--- config.mk ---
export PLATFORM = sky130hd
export DESIGN_NAME = cpp_core
export DESIGN_NICKNAME = d
export VERILOG_FILES = /design/src/design/cpp_pkg.sv /design/src/design/cpp_core.sv /design/src/design/cpp_alu.sv
export VERILOG_INCLUDE_DIRS = /design/src /design/src/design
export SDC_FILE = /design/constraint.sdc
export NUM_CORES = 1
export LEC_CHECK = 0
export BUFFER_PORTS_ARGS = -buffer_cell sky130_fd_sc_hd__buf_2
export CAP_MARGIN = 20
export CORE_ASPECT_RATIO = 1.2
export CORE_UTILIZATION = 45
export CTS_CLUSTER_DIAMETER = 100
export CTS_CLUSTER_SIZE = 28
export DETAILED_ROUTE_END_ITERATION = 8
export PLACE_DENSITY = 0.72
export SLEW_MARGIN = 20
export SYNTH_ARGS = -nofsm -noshare
export SYNTH_HDL_FRONTEND = slang
export SYNTH_SLANG_ARGS = --single-unit
--- constraint.sdc ---
create_clock -name CLK -period 6.6 [get_ports CLK]
set_clock_uncertainty 0.05 [all_clocks]
set_input_delay 1.32 -clock CLK [delete_from_list [all_inputs] [get_ports CLK]]
set_output_delay 1.32 -clock CLK [all_outputs]
set_load 0.005 [all_outputs]
--- src/design/cpp_defs.svh ---
// Contract
// - Divide the clock by four into four non-overlapping phases forming one cycle.
// - Program counter advances by one at phase one of every cycle.
// - Instruction word is read and captured at phase four of fetch.
// - Instruction latch presents the instruction at phase one; execute in two to four.
// - Fetch and execute overlap; one instruction completes per cycle.
// - Instructions that change the program counter take two cycles.
// - Operand read at phase two, result written at phase four.
// - Each instruction is one 12-bit word over a separate program bus.
// - Eight-bit arithmetic unit: add, subtract, shift, logic, two's complement.
// - Accumulator supplies one operand; file register or literal the other.
// - Accumulator is an 8-bit register with no data memory address.
// - Arithmetic unit updates carry, digit carry and zero flags.
// - In subtraction carry and digit carry act as borrow outputs.
// - Special registers, program counter included, are mapped into data memory. The code maps only writes to the low program counter byte; flags stay in FLAGS.
// - Program memory is on chip, 512 or 1K words of 12 bits. The code provides 512 words only (CPP_PMEM_DEPTH).
`ifndef CPP_DEFS_SVH
`define CPP_DEFS_SVH
`define CPP_PC_W 12
`define CPP_INSN_W 12
`define CPP_DATA_W 8
`define CPP_FADDR_W 5
`define CPP_PMEM_DEPTH 512
`define CPP_NOP 12'h000
`define CPP_PC_RESET 12'hfff
`define CPP_PCL_ADDR 5'h02
`define CPP_STATUS_ADDR 5'h03
`define CPP_FLAG_C 0
`define CPP_FLAG_DC 1
`define CPP_FLAG_Z 2
`endif

--- src/design/cpp_pkg.sv ---
package cpp_pkg;
    typedef enum logic [1:0] {
        CPP_PH_ONE,
        CPP_PH_TWO,
        CPP_PH_THREE,
        CPP_PH_FOUR
    } cpp_phase_t;
    typedef enum logic [3:0] {
        CPP_OP_NONE,
        CPP_OP_ADD,
        CPP_OP_SUB,
        CPP_OP_AND,
        CPP_OP_OR,
        CPP_OP_XOR,
        CPP_OP_COM,
        CPP_OP_INC,
        CPP_OP_DEC,
        CPP_OP_RLF,
        CPP_OP_RRF,
        CPP_OP_MOVB,
        CPP_OP_CLR,
        CPP_OP_SWAP
    } cpp_aluop_t;
endpackage

--- src/design/cpp_core.sv ---
`timescale 1ns/1ns
`default_nettype none
`include "cpp_defs.svh"
module cpp_core
    import cpp_pkg::*;
(
    input wire logic CLK, // Oscillator clock.
    input wire logic RST, // Synchronous reset, high.
    input wire logic CE, // Clock enable; low freezes all state.
    output logic [`CPP_PC_W-1:0] PMEM_ADDR, // Program memory word address.
    input wire logic [`CPP_INSN_W-1:0] PMEM_DATA, // Program memory word.
    output logic [`CPP_FADDR_W-1:0] FILE_ADDR, // Register file address.
    input wire logic [`CPP_DATA_W-1:0] FILE_RDATA, // Register file read data.
    output logic FILE_RD, // Operand read strobe.
    output logic [`CPP_DATA_W-1:0] FILE_WDATA, // Register file write data.
    output logic FILE_WR, // Destination write strobe.
    output logic PHASE_ONE, // Phase one of the cycle.
    output logic PHASE_TWO, // Phase two.
    output logic PHASE_THREE, // Phase three.
    output logic PHASE_FOUR, // Phase four.
    output logic [`CPP_DATA_W-1:0] WORK, // Working accumulator.
    output logic [2:0] FLAGS // Zero, digit carry, carry.
);
    ////////////////////////////////////////////////////////////////////////////////
    // Phase generator and state.
    cpp_phase_t phase, next_phase;
    logic [`CPP_PC_W-1:0] pc, next_pc;
    logic [`CPP_INSN_W-1:0] fetch_word, next_fetch_word;
    logic [`CPP_INSN_W-1:0] instruction_latch, next_instruction_latch;
    logic [`CPP_DATA_W-1:0] work, next_work;
    logic [`CPP_DATA_W-1:0] operand, next_operand;
    logic [`CPP_DATA_W-1:0] wdata, next_wdata;
    logic [2:0] flags, next_flags;
    logic flush, next_flush;
    logic [`CPP_PC_W-1:0] target, next_target;
    logic jump, next_jump;

    // Instruction fields.
    logic [11:0] ir;
    logic dest_file;
    logic [4:0] faddr;
    logic [7:0] lit;
    cpp_aluop_t op;
    logic use_lit, wr_file, wr_work, upd_c, upd_dc, upd_z, is_goto, is_call_like;
    logic is_bit, bit_set, skip_test, skip_on_set, move_work;
    logic [7:0] alu_a, alu_b, alu_res, bit_mask, res;
    logic alu_c, alu_dc, alu_z;

    assign ir = instruction_latch;
    assign faddr = ir[4:0];
    assign lit = ir[7:0];
    assign dest_file = ir[5];
    assign bit_mask = 8'h01 << ir[7:5];

    // Decode of the 12-bit word; field operations, bit operations and literals.
    always_comb begin
        op = CPP_OP_NONE;
        use_lit = 1'b0;
        wr_file = 1'b0;
        wr_work = 1'b0;
        upd_c = 1'b0;
        upd_dc = 1'b0;
        upd_z = 1'b0;
        is_goto = 1'b0;
        is_call_like = 1'b0;
        is_bit = 1'b0;
        bit_set = 1'b0;
        skip_test = 1'b0;
        skip_on_set = 1'b0;
        move_work = 1'b0;
        unique case (ir[11:10])
            2'b00: begin
                wr_file = dest_file;
                wr_work = ~dest_file;
                unique case (ir[9:6])
                    4'h0: begin
                        op = ir[5] ? CPP_OP_MOVB : CPP_OP_NONE;
                        move_work = ir[5];
                        wr_work = 1'b0;
                        wr_file = ir[5] && (ir[4:0] != 5'h00);
                    end
                    4'h1: begin
                        op = CPP_OP_CLR;
                        upd_z = 1'b1;
                    end
                    4'h2: begin
                        op = CPP_OP_SUB;
                        upd_c = 1'b1;
                        upd_dc = 1'b1;
                        upd_z = 1'b1;
                    end
                    4'h3: begin
                        op = CPP_OP_DEC;
                        upd_z = 1'b1;
                    end
                    4'h4: begin
                        op = CPP_OP_OR;
                        upd_z = 1'b1;
                    end
                    4'h5: begin
                        op = CPP_OP_AND;
                        upd_z = 1'b1;
                    end
                    4'h6: begin
                        op = CPP_OP_XOR;
                        upd_z = 1'b1;
                    end
                    4'h7: begin
                        op = CPP_OP_ADD;
                        upd_c = 1'b1;
                        upd_dc = 1'b1;
                        upd_z = 1'b1;
                    end
                    4'h8: begin
                        op = CPP_OP_MOVB;
                        upd_z = 1'b1;
                    end
                    4'h9: begin
                        op = CPP_OP_COM;
                        upd_z = 1'b1;
                    end
                    4'ha: begin
                        op = CPP_OP_INC;
                        upd_z = 1'b1;
                    end
                    4'hb: begin
                        op = CPP_OP_DEC;
                        skip_test = 1'b1;
                    end
                    4'hc: begin
                        op = CPP_OP_RRF;
                        upd_c = 1'b1;
                    end
                    4'hd: begin
                        op = CPP_OP_RLF;
                        upd_c = 1'b1;
                    end
                    4'he: op = CPP_OP_SWAP;
                    4'hf: begin
                        op = CPP_OP_INC;
                        skip_test = 1'b1;
                    end
                endcase
            end
            2'b01: begin
                is_bit = 1'b1;
                bit_set = ir[8];
                wr_file = ~ir[9];
                skip_test = ir[9];
                skip_on_set = ir[8];
            end
            2'b10: begin
                is_goto = ir[9];
                is_call_like = ~ir[9];
                use_lit = 1'b1;
                op = CPP_OP_MOVB;
                wr_work = ~ir[9] && (ir[8] == 1'b0);
            end
            2'b11: begin
                use_lit = 1'b1;
                wr_work = 1'b1;
                unique case (ir[9:8])
                    2'b00: op = CPP_OP_MOVB;
                    2'b01: begin
                        op = CPP_OP_OR;
                        upd_z = 1'b1;
                    end
                    2'b10: begin
                        op = CPP_OP_AND;
                        upd_z = 1'b1;
                    end
                    2'b11: begin
                        op = CPP_OP_XOR;
                        upd_z = 1'b1;
                    end
                endcase
            end
        endcase
    end

    // Accumulator is one operand, file register or literal the other.
    assign alu_a = work;
    assign alu_b = use_lit ? lit : operand;

    cpp_alu u_alu (
        .op(op),
        .a(alu_a),
        .b(alu_b),
        .carry_in(flags[`CPP_FLAG_C]),
        .result(alu_res),
        .carry_out(alu_c),
        .digit_carry_flag(alu_dc),
        .zero(alu_z)
    );

    always_comb begin
        if (is_bit) begin
            res = bit_set ? (operand | bit_mask) : (operand & ~bit_mask);
        end else if (move_work) begin
            // A move to a file register carries the accumulator, not the old file byte.
            res = work;
        end else begin
            res = alu_res;
        end
    end

    ////////////////////////////////////////////////////////////////////////////////
    // Next-state logic for the phase sequence and the two-stage pipeline.
    always_comb begin
        next_phase = phase;
        next_pc = pc;
        next_fetch_word = fetch_word;
        next_instruction_latch = instruction_latch;
        next_work = work;
        next_operand = operand;
        next_wdata = wdata;
        next_flags = flags;
        next_flush = flush;
        next_target = target;
        next_jump = jump;
        unique case (phase)
            CPP_PH_ONE: begin
                next_phase = CPP_PH_TWO;
                // A discarded prefetch runs as a no-op while the target is fetched.
                next_instruction_latch = flush ? `CPP_NOP : fetch_word;
                next_flush = 1'b0;
                next_pc = jump ? target : pc + 12'h001;
                next_jump = 1'b0;
            end
            CPP_PH_TWO: begin
                next_phase = CPP_PH_THREE;
                next_operand = FILE_RDATA;
            end
            CPP_PH_THREE: begin
                next_phase = CPP_PH_FOUR;
                next_wdata = res;
                if (upd_c) next_flags[`CPP_FLAG_C] = alu_c;
                if (upd_dc) next_flags[`CPP_FLAG_DC] = alu_dc;
                if (upd_z) next_flags[`CPP_FLAG_Z] = alu_z;
                if (wr_work) next_work = alu_res;
                if (is_goto || is_call_like) begin
                    next_target = {3'h0, ir[8:0]};
                    next_jump = is_goto;
                end
                // Skips and writes to the low program counter byte flush the prefetch.
                if (skip_test) begin
                    next_jump = is_bit ? (operand[ir[7:5]] == skip_on_set) : (alu_res == 8'h00);
                    next_target = pc + 12'h001;
                end
                if (wr_file && faddr == `CPP_PCL_ADDR) begin
                    next_jump = 1'b1;
                    next_target = {pc[11:8], res};
                end
            end
            CPP_PH_FOUR: begin
                next_phase = CPP_PH_ONE;
                next_fetch_word = PMEM_DATA;
                next_flush = jump;
            end
        endcase
    end

    always_ff @(posedge CLK) begin
        if (RST) begin
            phase <= CPP_PH_ONE;
            pc <= `CPP_PC_RESET;
            fetch_word <= `CPP_NOP;
            instruction_latch <= `CPP_NOP;
            work <= 8'h00;
            operand <= 8'h00;
            wdata <= 8'h00;
            flags <= 3'h0;
            flush <= 1'b1;
            target <= 12'h000;
            jump <= 1'b0;
        end else if (CE) begin
            phase <= next_phase;
            pc <= next_pc;
            fetch_word <= next_fetch_word;
            instruction_latch <= next_instruction_latch;
            work <= next_work;
            operand <= next_operand;
            wdata <= next_wdata;
            flags <= next_flags;
            flush <= next_flush;
            target <= next_target;
            jump <= next_jump;
        end
    end

    ////////////////////////////////////////////////////////////////////////////////
    // Outputs. Program memory wraps within the on-chip array.
    assign PMEM_ADDR = pc & 12'(`CPP_PMEM_DEPTH - 1);
    assign FILE_ADDR = faddr;
    assign FILE_RD = (phase == CPP_PH_TWO);
    assign FILE_WR = (phase == CPP_PH_FOUR) && wr_file;
    assign FILE_WDATA = wdata;
    assign PHASE_ONE = (phase == CPP_PH_ONE);
    assign PHASE_TWO = (phase == CPP_PH_TWO);
    assign PHASE_THREE = (phase == CPP_PH_THREE);
    assign PHASE_FOUR = (phase == CPP_PH_FOUR);
    assign WORK = work;
    assign FLAGS = flags;
endmodule // cpp_core
`default_nettype wire

--- src/design/cpp_alu.sv ---
`timescale 1ns/1ns
`default_nettype none
`include "cpp_defs.svh"
module cpp_alu
    import cpp_pkg::*;
(
    input wire cpp_aluop_t op, // Operation.
    input wire logic [7:0] a, // Accumulator operand.
    input wire logic [7:0] b, // File or literal operand.
    input wire logic carry_in, // Carry for rotates.
    output logic [7:0] result, // Result byte.
    output logic carry_out, // Carry or not-borrow.
    output logic digit_carry_flag, // Nibble carry or not-borrow.
    output logic zero // Result is zero.
);
    logic [8:0] sum;
    logic [4:0] nib;
    always_comb begin
        sum = 9'h000;
        nib = 5'h00;
        result = b;
        carry_out = carry_in;
        digit_carry_flag = 1'b0;
        unique case (op)
            CPP_OP_ADD: begin
                sum = {1'b0, b} + {1'b0, a};
                nib = {1'b0, b[3:0]} + {1'b0, a[3:0]};
                result = sum[7:0];
                carry_out = sum[8];
                digit_carry_flag = nib[4];
            end
            CPP_OP_SUB: begin
                // Two's complement add of the inverse; a set carry means no borrow.
                sum = {1'b0, b} + {1'b0, ~a} + 9'h001;
                nib = {1'b0, b[3:0]} + {1'b0, ~a[3:0]} + 5'h01;
                result = sum[7:0];
                carry_out = sum[8];
                digit_carry_flag = nib[4];
            end
            CPP_OP_AND: result = a & b;
            CPP_OP_OR: result = a | b;
            CPP_OP_XOR: result = a ^ b;
            CPP_OP_COM: result = ~b;
            CPP_OP_INC: result = b + 8'h01;
            CPP_OP_DEC: result = b - 8'h01;
            CPP_OP_RLF: begin
                result = {b[6:0], carry_in};
                carry_out = b[7];
            end
            CPP_OP_RRF: begin
                result = {carry_in, b[7:1]};
                carry_out = b[0];
            end
            CPP_OP_CLR: result = 8'h00;
            CPP_OP_SWAP: result = {b[3:0], b[7:4]};
            CPP_OP_MOVB: result = b;
            CPP_OP_NONE: result = b;
        endcase
        zero = (result == 8'h00);
    end
endmodule // cpp_alu
`default_nettype wire

* Word-level counts from Yosys, hierarchy flattened
Index checks and enable logic that the tools add are counted.
Widths: inputs -> output; s select.
** Storage, ports and cells
- Word-level logic and storage cells :: 157
- Output and inout bits :: 42
- Register bits after elaboration :: 79
** Operators by class
- Add/sub/neg operators :: 9
- Magnitude comparators :: 1
- Reductions and logical operators :: 36
- Equality and inequality tests :: 40
- Bitwise gates (word level) :: 12
- Mux-type cells :: 45
- Shift operators :: 1
** Operators with widths (count)
- $pmux 8 s13 :: 1
- $mux 12 :: 5
- $eq 4x4->1 const B :: 14
- $pmux 4 s14 :: 1
- $eq 4x3->1 const B :: 8
- $mux 8 :: 4
- $not 8->8 :: 3
- $mux 1 :: 21
- $add 8x8->9 :: 2
- $and 8x8->8 :: 2
- $eq 4x2->1 const B :: 4
- $or 8x8->8 :: 2
- $pmux 4 s4 :: 1
- $reduce_and 3->1 :: 5
- $add 12x1->12 const B :: 1
- $eq 2x2->1 const B :: 6
- $pmux 1 s2 :: 6
- $pmux 4 s3 :: 1
- $reduce_or 2->1 :: 6
- $add 4x4->5 :: 2
- $reduce_and 2->1 :: 5
- $reduce_or 10->1 :: 1
- $add 9x1->9 const B :: 1
- $add 8x1->8 const B :: 1
- 29 further kinds :: 41

* Longest topological paths before layout
Gate-level depths: netlist (run 1).
- Depth in word-level cells :: 12
- Mapped depth :: 19
- Depth with buffers taken out :: 18

* Modules after synthesis
A second synthesis (run 1) with hierarchy kept.
** Second synthesis, totals
- Cell total of the unflattened synthesis :: 866
- Area total of the unflattened synthesis :: 6443.7 µm²
** Modules (own cells, without submodules)
- cpp_core :: area each 4429.2 µm², times used 1, cells each 554, seq. area each 1461.4 µm²
- cpp_alu :: area each 2014.4 µm², times used 1, cells each 312, seq. area each 0.0 µm²

* Least setup slack after synthesis (run 1)
No wires, ideal clock.
- Kind :: flip-flop to flip-flop
- Start :: register instruction_latch[10]
- End :: register target[6]
- Slack :: 2408 ps
- Arrival time :: 4012 ps
- Cell stages (with the launch flop) :: 18
- Clock period less this slack :: 4192 ps
- Setup time :: 130 ps
- Cell sequence :: dfxtp_1 > inv_1 > ha_1 > buf_2 > nor2_4 > mux2i_1 > ha_1 > inv_1 > fa_1 > a21o_1 > a21oi_1 > o31ai_1 > xnor2_1 > a2111oi_0 > a32oi_1 > a211o_1 > a31oi_1 > nor3_1
** On the way
- Longest elaborated chain between the ends :: 10
- Elaborated cells between the ends (all ways) :: 49
- Classes of those cells :: add/sub (5); eq/ne (16); mux (16); bitwise (4); reduce/logical (8)
** Ends and longest elaborated chain
- start, declared :: RTL line cpp_core.sv:29 : logic [`CPP_INSN_W-1:0] instruction_latch, next_instruction_latch;
- start signal, assigned :: RTL line cpp_core.sv:268 : instruction_latch <= `CPP_NOP;
- start signal, assigned :: RTL line cpp_core.sv:280 : instruction_latch <= next_instruction_latch;
- $eq 2x2->1 :: RTL line cpp_core.sv:71 : unique case (ir[11:10])
- $reduce_or 2->1 (no source line)
- $mux 1 :: RTL line cpp_core.sv:71
- $mux 8 :: RTL line cpp_core.sv:183 : assign alu_b = use_lit ? lit : operand;
- $add 8x8->9 :: RTL line cpp_alu.sv:34 : sum = {1'b0, b} + {1'b0, ~a} + 9'h001;
- $add 9x1->9 :: RTL line cpp_alu.sv:34
- $pmux 8 s13 :: RTL line cpp_alu.sv:24 : unique case (op)
- $mux 8 :: RTL line cpp_core.sv:199 : end else if (move_work) begin
- $mux 8 :: RTL line cpp_core.sv:197 : if (is_bit) begin
- $mux 12 :: RTL line cpp_core.sv:250 : if (wr_file && faddr == `CPP_PCL_ADDR) begin
- end signal, assigned :: RTL line cpp_core.sv:286 : target <= next_target;
- end, declared :: RTL line cpp_core.sv:35 : logic [`CPP_PC_W-1:0] target, next_target;
Parallel ways exist; a longest one is shown, timed or not.
A chain may end at the register's enable or synchronous reset.

* Final worst setup path (run 1)
- Start :: register instruction_latch[8]
- End :: register flags[2] (netlist: FLAGS[2])
** On the way
- Longest elaborated chain between the ends :: 8
- Elaborated cells between the ends (all ways) :: 48
- Classes of those cells :: eq/ne (31); mux (7); reduce/logical (10)
** Ends and longest elaborated chain
- $eq 4x4->1 or $eq 4x2->1 (tied branches) :: RTL line cpp_core.sv:75 : unique case (ir[9:6])
- $reduce_or 2->1 (no source line)
- $pmux 4 s14 :: RTL line cpp_core.sv:75
- $pmux 4 s3 :: RTL line cpp_core.sv:71
- $eq 4x4->1 or $logic_not 4->1 (tied branches) :: RTL line cpp_alu.sv:24
- $reduce_or 2->1 (no source line)
- $pmux 8 s13 :: RTL line cpp_alu.sv:24
- $logic_not 8->1 :: RTL line cpp_alu.sv:59 : zero = (result == 8'h00);
- end signal, assigned :: RTL line cpp_core.sv:284 : flags <= next_flags;
- end, declared :: RTL line cpp_core.sv:33 : logic [2:0] flags, next_flags;
Parallel ways exist; a longest one is shown, timed or not.

==> results.json, run 1 <==
{
  "outcome": "completed",
  "ys_types": 75,
  "relSlewSlack_pct": 23.7,
  "worst_pin_slew_ps": 1120,
  "std_cell_rows": 46,
  "critPathMostFrequentCell": "a21oi_1",
  "nNetsFinal": 918,
  "gp_congestion": 1.02,
  "fmax_mhz": 184,
  "critPathLaunchType": "flop",
  "synth.most_common_cell": "nand2_1",
  "final-hold-violation-count": 0,
  "rsz0062_at_grt": "no",
  "hpwl_um": 14900,
  "cp_slowest_stage_delay_ps": 780,
  "cts.sinks": 73,
  "cp_top_family": "compound AO/OA/AOI/OAI gates",
  "path_max_fanout": 21,
  "postCtsSetupRepairBufs": 0,
  "first_global_vias": 5865,
  "die-area_um2": 14200,
  "dp_cells": 1008,
  "multi_input_area_um2": 4300,
  "vias": 6410,
  "crit_type": "reg2reg",
  "area_delta_synth_final_pct": 9.84,
  "die_w_um": 109,
  "hold_buffers": 0,
  "first_pass_iters": 6,
  "wirelength_um": 20200,
  "final_util_pct": 51.0,
  "drtAntennaViolNets": 0,
  "synth_top_area_share_pct": 23.6,
  "whs_path_depth": 2,
  "track_usage_pct": 29.1,
  "critPathBufInv": 1,
  "synth_cells": 831,
  "antenna_found_initial": 0,
  "p_leak_uw": 0.00263,
  "cts_resized": 0,
  "synth_edf_count": 0,
  "grt_max_degree": 77,
  "drc": 0,
  "synthArstFlopShare_pct": 0,
  "drt-vias-per-instance": 6.26,
  "synth.avg_cell_area_um2": 7.45,
  "syn-cell-area_um2": 6190,
  "port_buffers": 61,
  "maxCapViolCount": 0,
  "diodes": 0,
  "worst_ep_arrival_time_ps": 5650,
  "initialDrtViolationCount": 680,
  "end_kind": "flop",
  "layout-drive-gt1-share_pct": 12.7,
  "fill_cells": 1321,
  "setup_viol": 0,
  "fin_ws_ps": 1160,
  "cts_buffer_depth": 2,
  "period_needed_ps": 5440,
  "finalSetupTns_ps": 0,
  "reg2reg_setup_slack_ps": 1160,
  "insertion_delay_ps": 330,
  "drt-wirelength-per-cell_um": 19.7,
  "path_cells": "clkinv_1 > o2111ai_1 > and3_1 > a21oi_4 > nor2_1 > ha_1 > a21o_1 > a21oi_1 > o21bai_1 > a21oi_1 > xnor2_1 > a2111oi_0 > a32oi_1 > nor4_1 > nand4_1 > a21oi_1",
  "coreArea_um2": 13400,
  "synth_warnings": 0,
  "ys_top_cells_by_count": "nand2_1 (93), a21oi_1 (92), dfxtp_1 (73)",
  "grt_overflow": 0,
  "drv_slew": 0,
  "numCtsBuffers": 9,
  "regArea_um2": 1460,
  "ios": 65,
  "cts_tree": "done",
  "p_per_area_nw_per_um2": 180,
  "required_ps": 6810,
  "start_util_pct": 46.4,
  "synth_ff_type": "dfxtp_1",
  "yosys.area.top_type": "dfxtp_1",
  "crit_cells": 16,
  "fin_total_pwr_uw": 1230,
  "r2r_cells": 16,
  "min_period_over_period_pct": 82.5,
  "pre_cts_slack_ps": 1300,
  "grt_pass1_wl_um": 31900,
  "synth_area_leaders": "dfxtp_1 (24%), ha_1 (8.3%), a21oi_1 (7.4%)",
  "dieHeight_um": 131,
  "synth_seq_area_share_pct": 23.6,
  "cts.clk_slew.worst_paths_ps": 60,
  "ys_ff_latch": 73,
  "critPathSlowestCell": "dfxtp_1",
  "cts_root_buffer": "clkbuf_16",
  "fin_cells": 1024,
  "irDropWorstVdd_mv": 0.178,
  "hp-class": "reg2reg",
  "htreeDepth": 3
}
==> state kept, by name, summed over array words and instances (netlist names) <==
name,cells
instruction_latch,12
FILE_WDATA,8
WORK,8
operand,8
flush,1
target,9
phase,2
FLAGS,3
jump,1
pc,9
fetch_word,12
==> final cells by class <==
| class | instances | area share [%] |
|---|---|---|
| clock buffers | 12 | 3.77 |
| repair buffers | 69 | 5.37 |
| clock inverters | 4 | 1.08 |
| well taps | 168 | 3.09 |
| inverters | 37 | 2.04 |
| flip-flops and latches | 73 | 21.5 |
| multi-input cells | 661 | 63.2 |
==> layer usage <==
metal | share of wire [%] | track usage, % | wire length (um) | vias up
met3 | 6.8 | 3.67 | 1370 | 95
li1 | - | - | - | 3034
met5 | 0 | 0 | 0 | -
met2 | 46 | 46.3 | 9340 | 312
met1 | 41 | 36.9 | 8270 | 2969
met4 | 6.1 | 18.7 | 1220 | 0
==> layout by cell type (no fill, tap or decap), types with 8 or more instances in the layout <==
cell type and count:
a21oi_1 92, a31oi_1 14, buf_2 61, buf_4 8
clkbuf_16 9, dfxtp_1 73, ha_1 41, inv_1 35
mux2i_1 27, nand2_1 93, nand2b_1 8, nand3_1 40
nand3b_1 15, nand4_1 12, nor2_1 62, nor3_1 26
nor3b_1 8, o21ai_0 33, o21bai_1 10, o22ai_1 16
or2_2 8, xnor2_1 19
==> kinds of logic after synthesis <==
group	after synthesis	synth area share, %
DFF	73	23.6
other	1	0.0605
AOI/OAI and AO/OA	249	26.2
adders and majority gates	44	9.25
buffers and inverters	99	7.15
xor gates and xnor gates	24	3.62
muxes	31	5.45
and+or+nand+nor	310	24.7
==> path summary, 6_finish.rpt <==
kind	from	end
worst max-delay path	instruction_latch[8]$_SDFFE_PP0P_	FLAGS[2]$_SDFFE_PP0P_
worst min-delay path	FILE_WDATA[6]$_SDFFE_PP0P_	FILE_WDATA[6]$_SDFFE_PP0P_
worst max register to register	instruction_latch[8]$_SDFFE_PP0P_	FLAGS[2]$_SDFFE_PP0P_
worst min register to register	FILE_WDATA[6]$_SDFFE_PP0P_	FILE_WDATA[6]$_SDFFE_PP0P_
==> through the flow <==
step | cell area, um^2 | hold WS (ps)
after floorplan | 6200 | 386
after global placement | 6470 | 392
after detailed placement | 6470 | 397
after CTS | 6800 | 404
after global routing | 6800 | 421
final | 6800 | 403
==> worst min-delay path: cells and delay by family, from the launching register on <==
family,cells,cell delay (ps)
AND/OR/NAND/NOR,1,50
flip-flops,1,300
AO/OA/AOI/OAI,1,50
==> report_power, final <==
| part | total (uW) | switching, uW | internal [uW] |
|---|---|---|---|
| Clock | 538 | 186 | 352 |
| Sequential | 483 | 25.1 | 458 |
| Combinational | 205 | 116 | 89.1 |
Note: power is estimated with default switching activity, not from simulation.
==> run 2, diff against run 1 <==
Clock period 6.6 ns to 5.23 ns, I/O delays scaled along.
==> run 2 against run 1 <==
  * Clock power increased by 26%
  * First-iteration DRC count decreased by 6.0%
  * Critical path depth unchanged
  * Maximum frequency increased by 7.5%
  * Power increased by 26%
  * Non-clock buffer count increased by 11
  * Wire length decreased by 0.38%
  * Combinational power increased by 28%
  * Register-to-register slack got worse by 990 ps
==> results.json, run 2 (synthesis results as in run 1) <==
{
  "outcome": "completed",
  "cts.clk_slew.worst_paths_ps": 60,
  "cts.sinks": 73,
  "path_cells": "inv_1 > ha_1 > nor2_4 > mux2i_2 > inv_1 > ha_1 > inv_1 > a21o_1 > a21oi_1 > o31ai_1 > xnor2_1 > a2111oi_0 > a32oi_1 > nor4_1 > nand4_1 > a21oi_1",
  "initialDrtViolationCount": 639,
  "end_kind": "flop",
  "drt-vias-per-instance": 6.34,
  "critPathBufInv": 3,
  "grt_overflow": 0,
  "fmax_mhz": 198,
  "p_per_area_nw_per_um2": 225,
  "reg_top3": "fetch_word x12, instruction_latch x12",
  "top_usage_layer": "met2",
  "grt_pass1_wl_um": 32000,
  "worst_pin_slew_ps": 1020,
  "setup_viol": 0,
  "antenna_found_initial": 0,
  "hpwl_um": 14900,
  "critPathLaunchType": "flop",
  "final_util_pct": 51.6,
  "worst_ep_arrival_time_ps": 5280,
  "finalSetupTns_ps": 0,
  "grt_util_met3_pct": 3.62,
  "drtAntennaViolNets": 0,
  "first_global_vias": 6093,
  "cts_tree": "done",
  "insertion_delay_ps": 340,
  "cp_top_family": "compound AO/OA/AOI/OAI gates",
  "nNetsFinal": 929,
  "crit_type": "reg2reg",
  "min_period_over_period_pct": 96.8,
  "final_cell_mix": "nand2_1 (93), a21oi_1 (92), dfxtp_1 (73)",
  "vias": 6559,
  "dieHeight_um": 131,
  "period_needed_ps": 5060,
  "coreArea_um2": 13400,
  "cp_slowest_stage_delay_ps": 620,
  "std_cell_rows": 46,
  "p_leak_uw": 0.00266,
  "cts_buffer_depth": 2,
  "hp-class": "reg2reg",
  "dp_cells": 1019,
  "grt_use_met1_pct": 35.6,
  "grt_max_degree": 52,
  "critPathMostFrequentCell": "inv_1",
  "track_usage_pct": 29.0,
  "area_delta_synth_final_pct": 11.3,
  "maxCapViolCount": 0,
  "path_max_fanout": 8,
  "start_util_pct": 46.4,
  "drc": 0,
  "layout_commonest_cell": "nand2_1",
  "diodes": 0,
  "required_ps": 5450,
  "htreeDepth": 3,
  "grt_use_met2_pct": 48.9,
  "irDropWorstVdd_mv": 0.215,
  "critPathSlowestCell": "a2111oi_0",
  "drt-wirelength-per-cell_um": 19.4,
  "die_w_um": 109,
  "rsz0062_at_grt": "no",
  "ios": 65,
  "numCtsBuffers": 9,
  "layout-drive-gt1-share_pct": 14.2,
  "gp_congestion": 1.01,
  "drv_slew": 0,
  "cts_root_buffer": "clkbuf_16",
  "die-area_um2": 14200,
  "fin_cells": 1035,
  "wirelength_um": 20100,
  "hold-worst-slack_ps": 404,
  "relSlewSlack_pct": 30.1,
  "final-hold-violation-count": 0,
  "port_buffers": 61,
  "postCtsSetupRepairBufs": 0,
  "first_pass_iters": 6
}
==> run 2: cell count changes in the layout (fill, tap and decap cells not counted), sizes merged <==
cell and delta:
buf +11, clkbuf -2, clkinvlp +1, clkinv +1
==> run 2: worst register-to-register path, stage by stage, from the launching register on <==
cell,delay (ps)
dfxtp_1,370
inv_1,80
ha_1,360
nor2_4,370
mux2i_2,540
inv_1,230
ha_1,490
inv_1,100
a21o_1,190
a21oi_1,330
o31ai_1,160
xnor2_1,160
a2111oi_0,620
a32oi_1,270
nor4_1,380
nand4_1,130
a21oi_1,170
==> run 2: report_power, final <==
group,switching [uW],internal (uW)
sequential,31.1,578
combinational,149,115
clock,245,432
==> run 2: metrics by stage <==
step	total power [uW]	setup WS, ps	area [um^2]
5_1_grt	1610	5.57	6890
2_1_floorplan	803	1040	6200
3_5_place_dp	880	143	6560
6_report	1550	169	6890
3_3_place_gp	877	182	6560
4_1_cts	1560	115	6890
==> run 2: path summary, 6_finish.rpt <==
check,slack [ps],to,depth (start not counted),start
max,170,FLAGS[2]$_SDFFE_PP0P_,16,instruction_latch[10]$_SDFFE_PP0P_
min,400,fetch_word[3]$_SDFFE_PP0P_,2,fetch_word[3]$_SDFFE_PP0P_
max reg2reg,170,FLAGS[2]$_SDFFE_PP0P_,16,instruction_latch[10]$_SDFFE_PP0P_
min reg2reg,400,fetch_word[3]$_SDFFE_PP0P_,2,fetch_word[3]$_SDFFE_PP0P_
==> run 2: layer usage <==
layer,part of all wire [%],wire [um]
met1,40,8110
met2,48,9620
met3,6.9,1400
met4,4.9,996
met5,0,0
==> run 2: layout make-up <==
type	instances	area [um^2]
fillers	1340	6460
multi-input cells	661	4310
flip-flops and latches	73	1460
repair buffers	80	448
clock buffers	10	239
well taps	168	210
inverters	37	139
clock inverters	6	90.1
==> run 2: what timing repair did <==
| item | 4_1_cts | 5_1_grt |
|---|---|---|
| setup endpoints to repair | 0 | 8 |
| hold buffers | 0 | 0 |
| gates resized for setup | 0 | 2 |
==> run 3, diff against run 2 <==
--- a/config.mk
+++ b/config.mk
@@ -12,5 +12,5 @@
 export CORE_UTILIZATION = 45
 export CTS_CLUSTER_DIAMETER = 100
-export CTS_CLUSTER_SIZE = 28
+export CTS_CLUSTER_SIZE = 30
 export DETAILED_ROUTE_END_ITERATION = 8
 export PLACE_DENSITY = 0.72
==> constraint.sdc (replaced) <==
create_clock -name CLK -period 5.23 [get_ports CLK]
set_clock_uncertainty 0.05 [all_clocks]
set_input_delay 0.523 -clock CLK [delete_from_list [all_inputs] [get_ports CLK]]
set_output_delay 0.523 -clock CLK [all_outputs]
set_load 0.005 [all_outputs]
==> run 3 against run 2 <==
  * Sequential share of layout area up 0.16 points
  * Setup slack worse by 46 ps
  * Flip-flop and latch count unchanged
  * Clock power down 10%
  * Count of clock-buffer cells in the layout up 3
  * Hold slack worse by 34 ps
  * Die area unchanged
  * Critical path type unchanged
  * Critical endpoint is now target[6]$_SDFFE_PP0P_
  * Largest cell class unchanged
==> results.json, run 3 (synthesis results as in run 1) <==
{
  "gp_congestion": 1.04,
  "reg_top3": "fetch_word x12, instruction_latch x12",
  "irDropWorstVdd_mv": 0.189,
  "drt-wirelength-per-cell_um": 19.4,
  "vias": 6518,
  "drv_slew": 0,
  "postCtsSetupRepairBufs": 0,
  "die-area_um2": 14200,
  "wirelength_um": 20000,
  "crit_type": "reg2reg",
  "htreeDepth": 3,
  "std_cell_rows": 46,
  "cts_root_buffer": "clkbuf_16",
  "ios": 65,
  "path_cells": "inv_1 > ha_1 > nor2_4 > mux2i_1 > ha_1 > inv_1 > fa_1 > a21o_1 > a21oi_1 > o31ai_1 > xnor2_1 > a2111oi_0 > a32oi_1 > a211o_1 > a31oi_1 > nor3_1",
  "p_per_area_nw_per_um2": 216,
  "hold-worst-slack_ps": 370,
  "finalSetupTns_ps": 0,
  "diodes": 0,
  "grt_pass1_wl_um": 31500,
  "hold_buffers": 0,
  "fill_cells": 1387,
  "antenna_found_initial": 0,
  "period_needed_ps": 5110,
  "initialDrtViolationCount": 530,
  "drtAntennaViolNets": 0,
  "placed_area_um2": 6550,
  "maxCapViolCount": 0,
  "grt_max_degree": 77,
  "path_max_fanout": 8,
  "cts.sinks": 73,
  "fmax_mhz": 196,
  "critPathLaunchType": "flop",
  "end_kind": "flop",
  "final_cell_mix": "nand2_1 (93), a21oi_1 (92), dfxtp_1 (73)",
  "setup_viol": 0,
  "die_w_um": 109,
  "cp_slowest_stage_delay_ps": 650,
  "final-hold-violation-count": 0,
  "worst_pin_slew_ps": 1030,
  "drc": 0,
  "grt_overflow": 0,
  "coreArea_um2": 13400,
  "final_area_um2": 6840,
  "drt-vias-per-instance": 6.31,
  "dieHeight_um": 131,
  "cts_buffer_depth": 2,
  "critPathSlowestCell": "mux2i_1",
  "outcome": "completed",
  "hp-class": "in2reg",
  "cts_tree": "done",
  "p_leak_uw": 0.00265,
  "first_pass_iters": 5,
  "relSlewSlack_pct": 29.7,
  "cts.clk_slew.worst_paths_ps": 60,
  "nNetsFinal": 928,
  "layout_commonest_cell": "nand2_1",
  "first_global_vias": 5982,
  "layout-drive-gt1-share_pct": 13.5,
  "hpwl_um": 14900,
  "required_ps": 5370,
  "worst_ep_arrival_time_ps": 5240,
  "numCtsBuffers": 9,
  "rsz0062_at_grt": "no",
  "min_period_over_period_pct": 97.6,
  "fin_total_pwr_uw": 1480,
  "insertion_delay_ps": 330,
  "cts_resized": 0,
  "port_buffers": 61,
  "track_usage_pct": 28.5,
  "start_util_pct": 46.4,
  "area_delta_synth_final_pct": 10.5
}
[run 3: layer usage]
metal / wire (um) / vias up / part of all wire, % / track usage [%]
met5: 0 / - / 0 / 0
met4: 1130 / 0 / 5.6 / 17.6
met3: 1450 / 86 / 7.2 / 3.32
met2: 9340 / 351 / 47 / 47.0
met1: 8100 / 3029 / 40 / 35.4
li1: - / 3052 / - / -
[run 3: area by class of cell]
class                           instances  area (um^2)  area share, %
Tap cell                              168          210           3.07
Sequential cell                        73         1460           21.4
Clock inverter                          2         38.8          0.567
Inverter                               37          139           2.03
Clock buffer                           13          250           3.66
Timing Repair Buffer                   79          440           6.44
Multi-Input combinational cell        661         4300           62.9
[run 3: final timing paths]
kind / startpoint / to / slack [ps] / cells past startpoint
setup / recovery: instruction_latch[10]$_SDFFE_PP0P_ / target[6]$_SDFFE_PP0P_ / 120 / 16
hold reg to reg: FILE_WDATA[2]$_SDFFE_PP0P_ / FILE_WDATA[2]$_SDFFE_PP0P_ / 410 / 2
setup reg to reg: instruction_latch[10]$_SDFFE_PP0P_ / target[6]$_SDFFE_PP0P_ / 120 / 16
hold / removal: PMEM_DATA[9] / fetch_word[9]$_SDFFE_PP0P_ / 370 / 3
[run 3: power breakdown]
group	total, uW	switching [uW]	internal [uW]
logic	261	148	114
registers	609	31.4	578
clock network	609	228	381
[run 3: critical path, delay by kind of cell (launching register included)]
| kind | cells | cell delay [ps] |
|---|---|---|
| flops | 1 | 380 |
| fa+ha+maj | 3 | 1040 |
| buf+inv | 2 | 140 |
| mux | 1 | 650 |
| simple gates | 2 | 410 |
| xor+xnor | 1 | 160 |
| compound gates | 7 | 2120 |
[run 3: per-stage QoR]
| step | setup slack, ps | util [%] | std cells |
|---|---|---|---|
| 3_5_place_dp | 144 | 49.0 | 1018 |
| 5_1_grt | 26.9 | 51.2 | 1033 |
| 4_1_cts | 102 | 51.2 | 1033 |
| 2_1_floorplan | 1040 | - | 833 |
| 6_report | 124 | 51.2 | 1033 |
| 3_3_place_gp | 102 | 49.0 | 1018 |
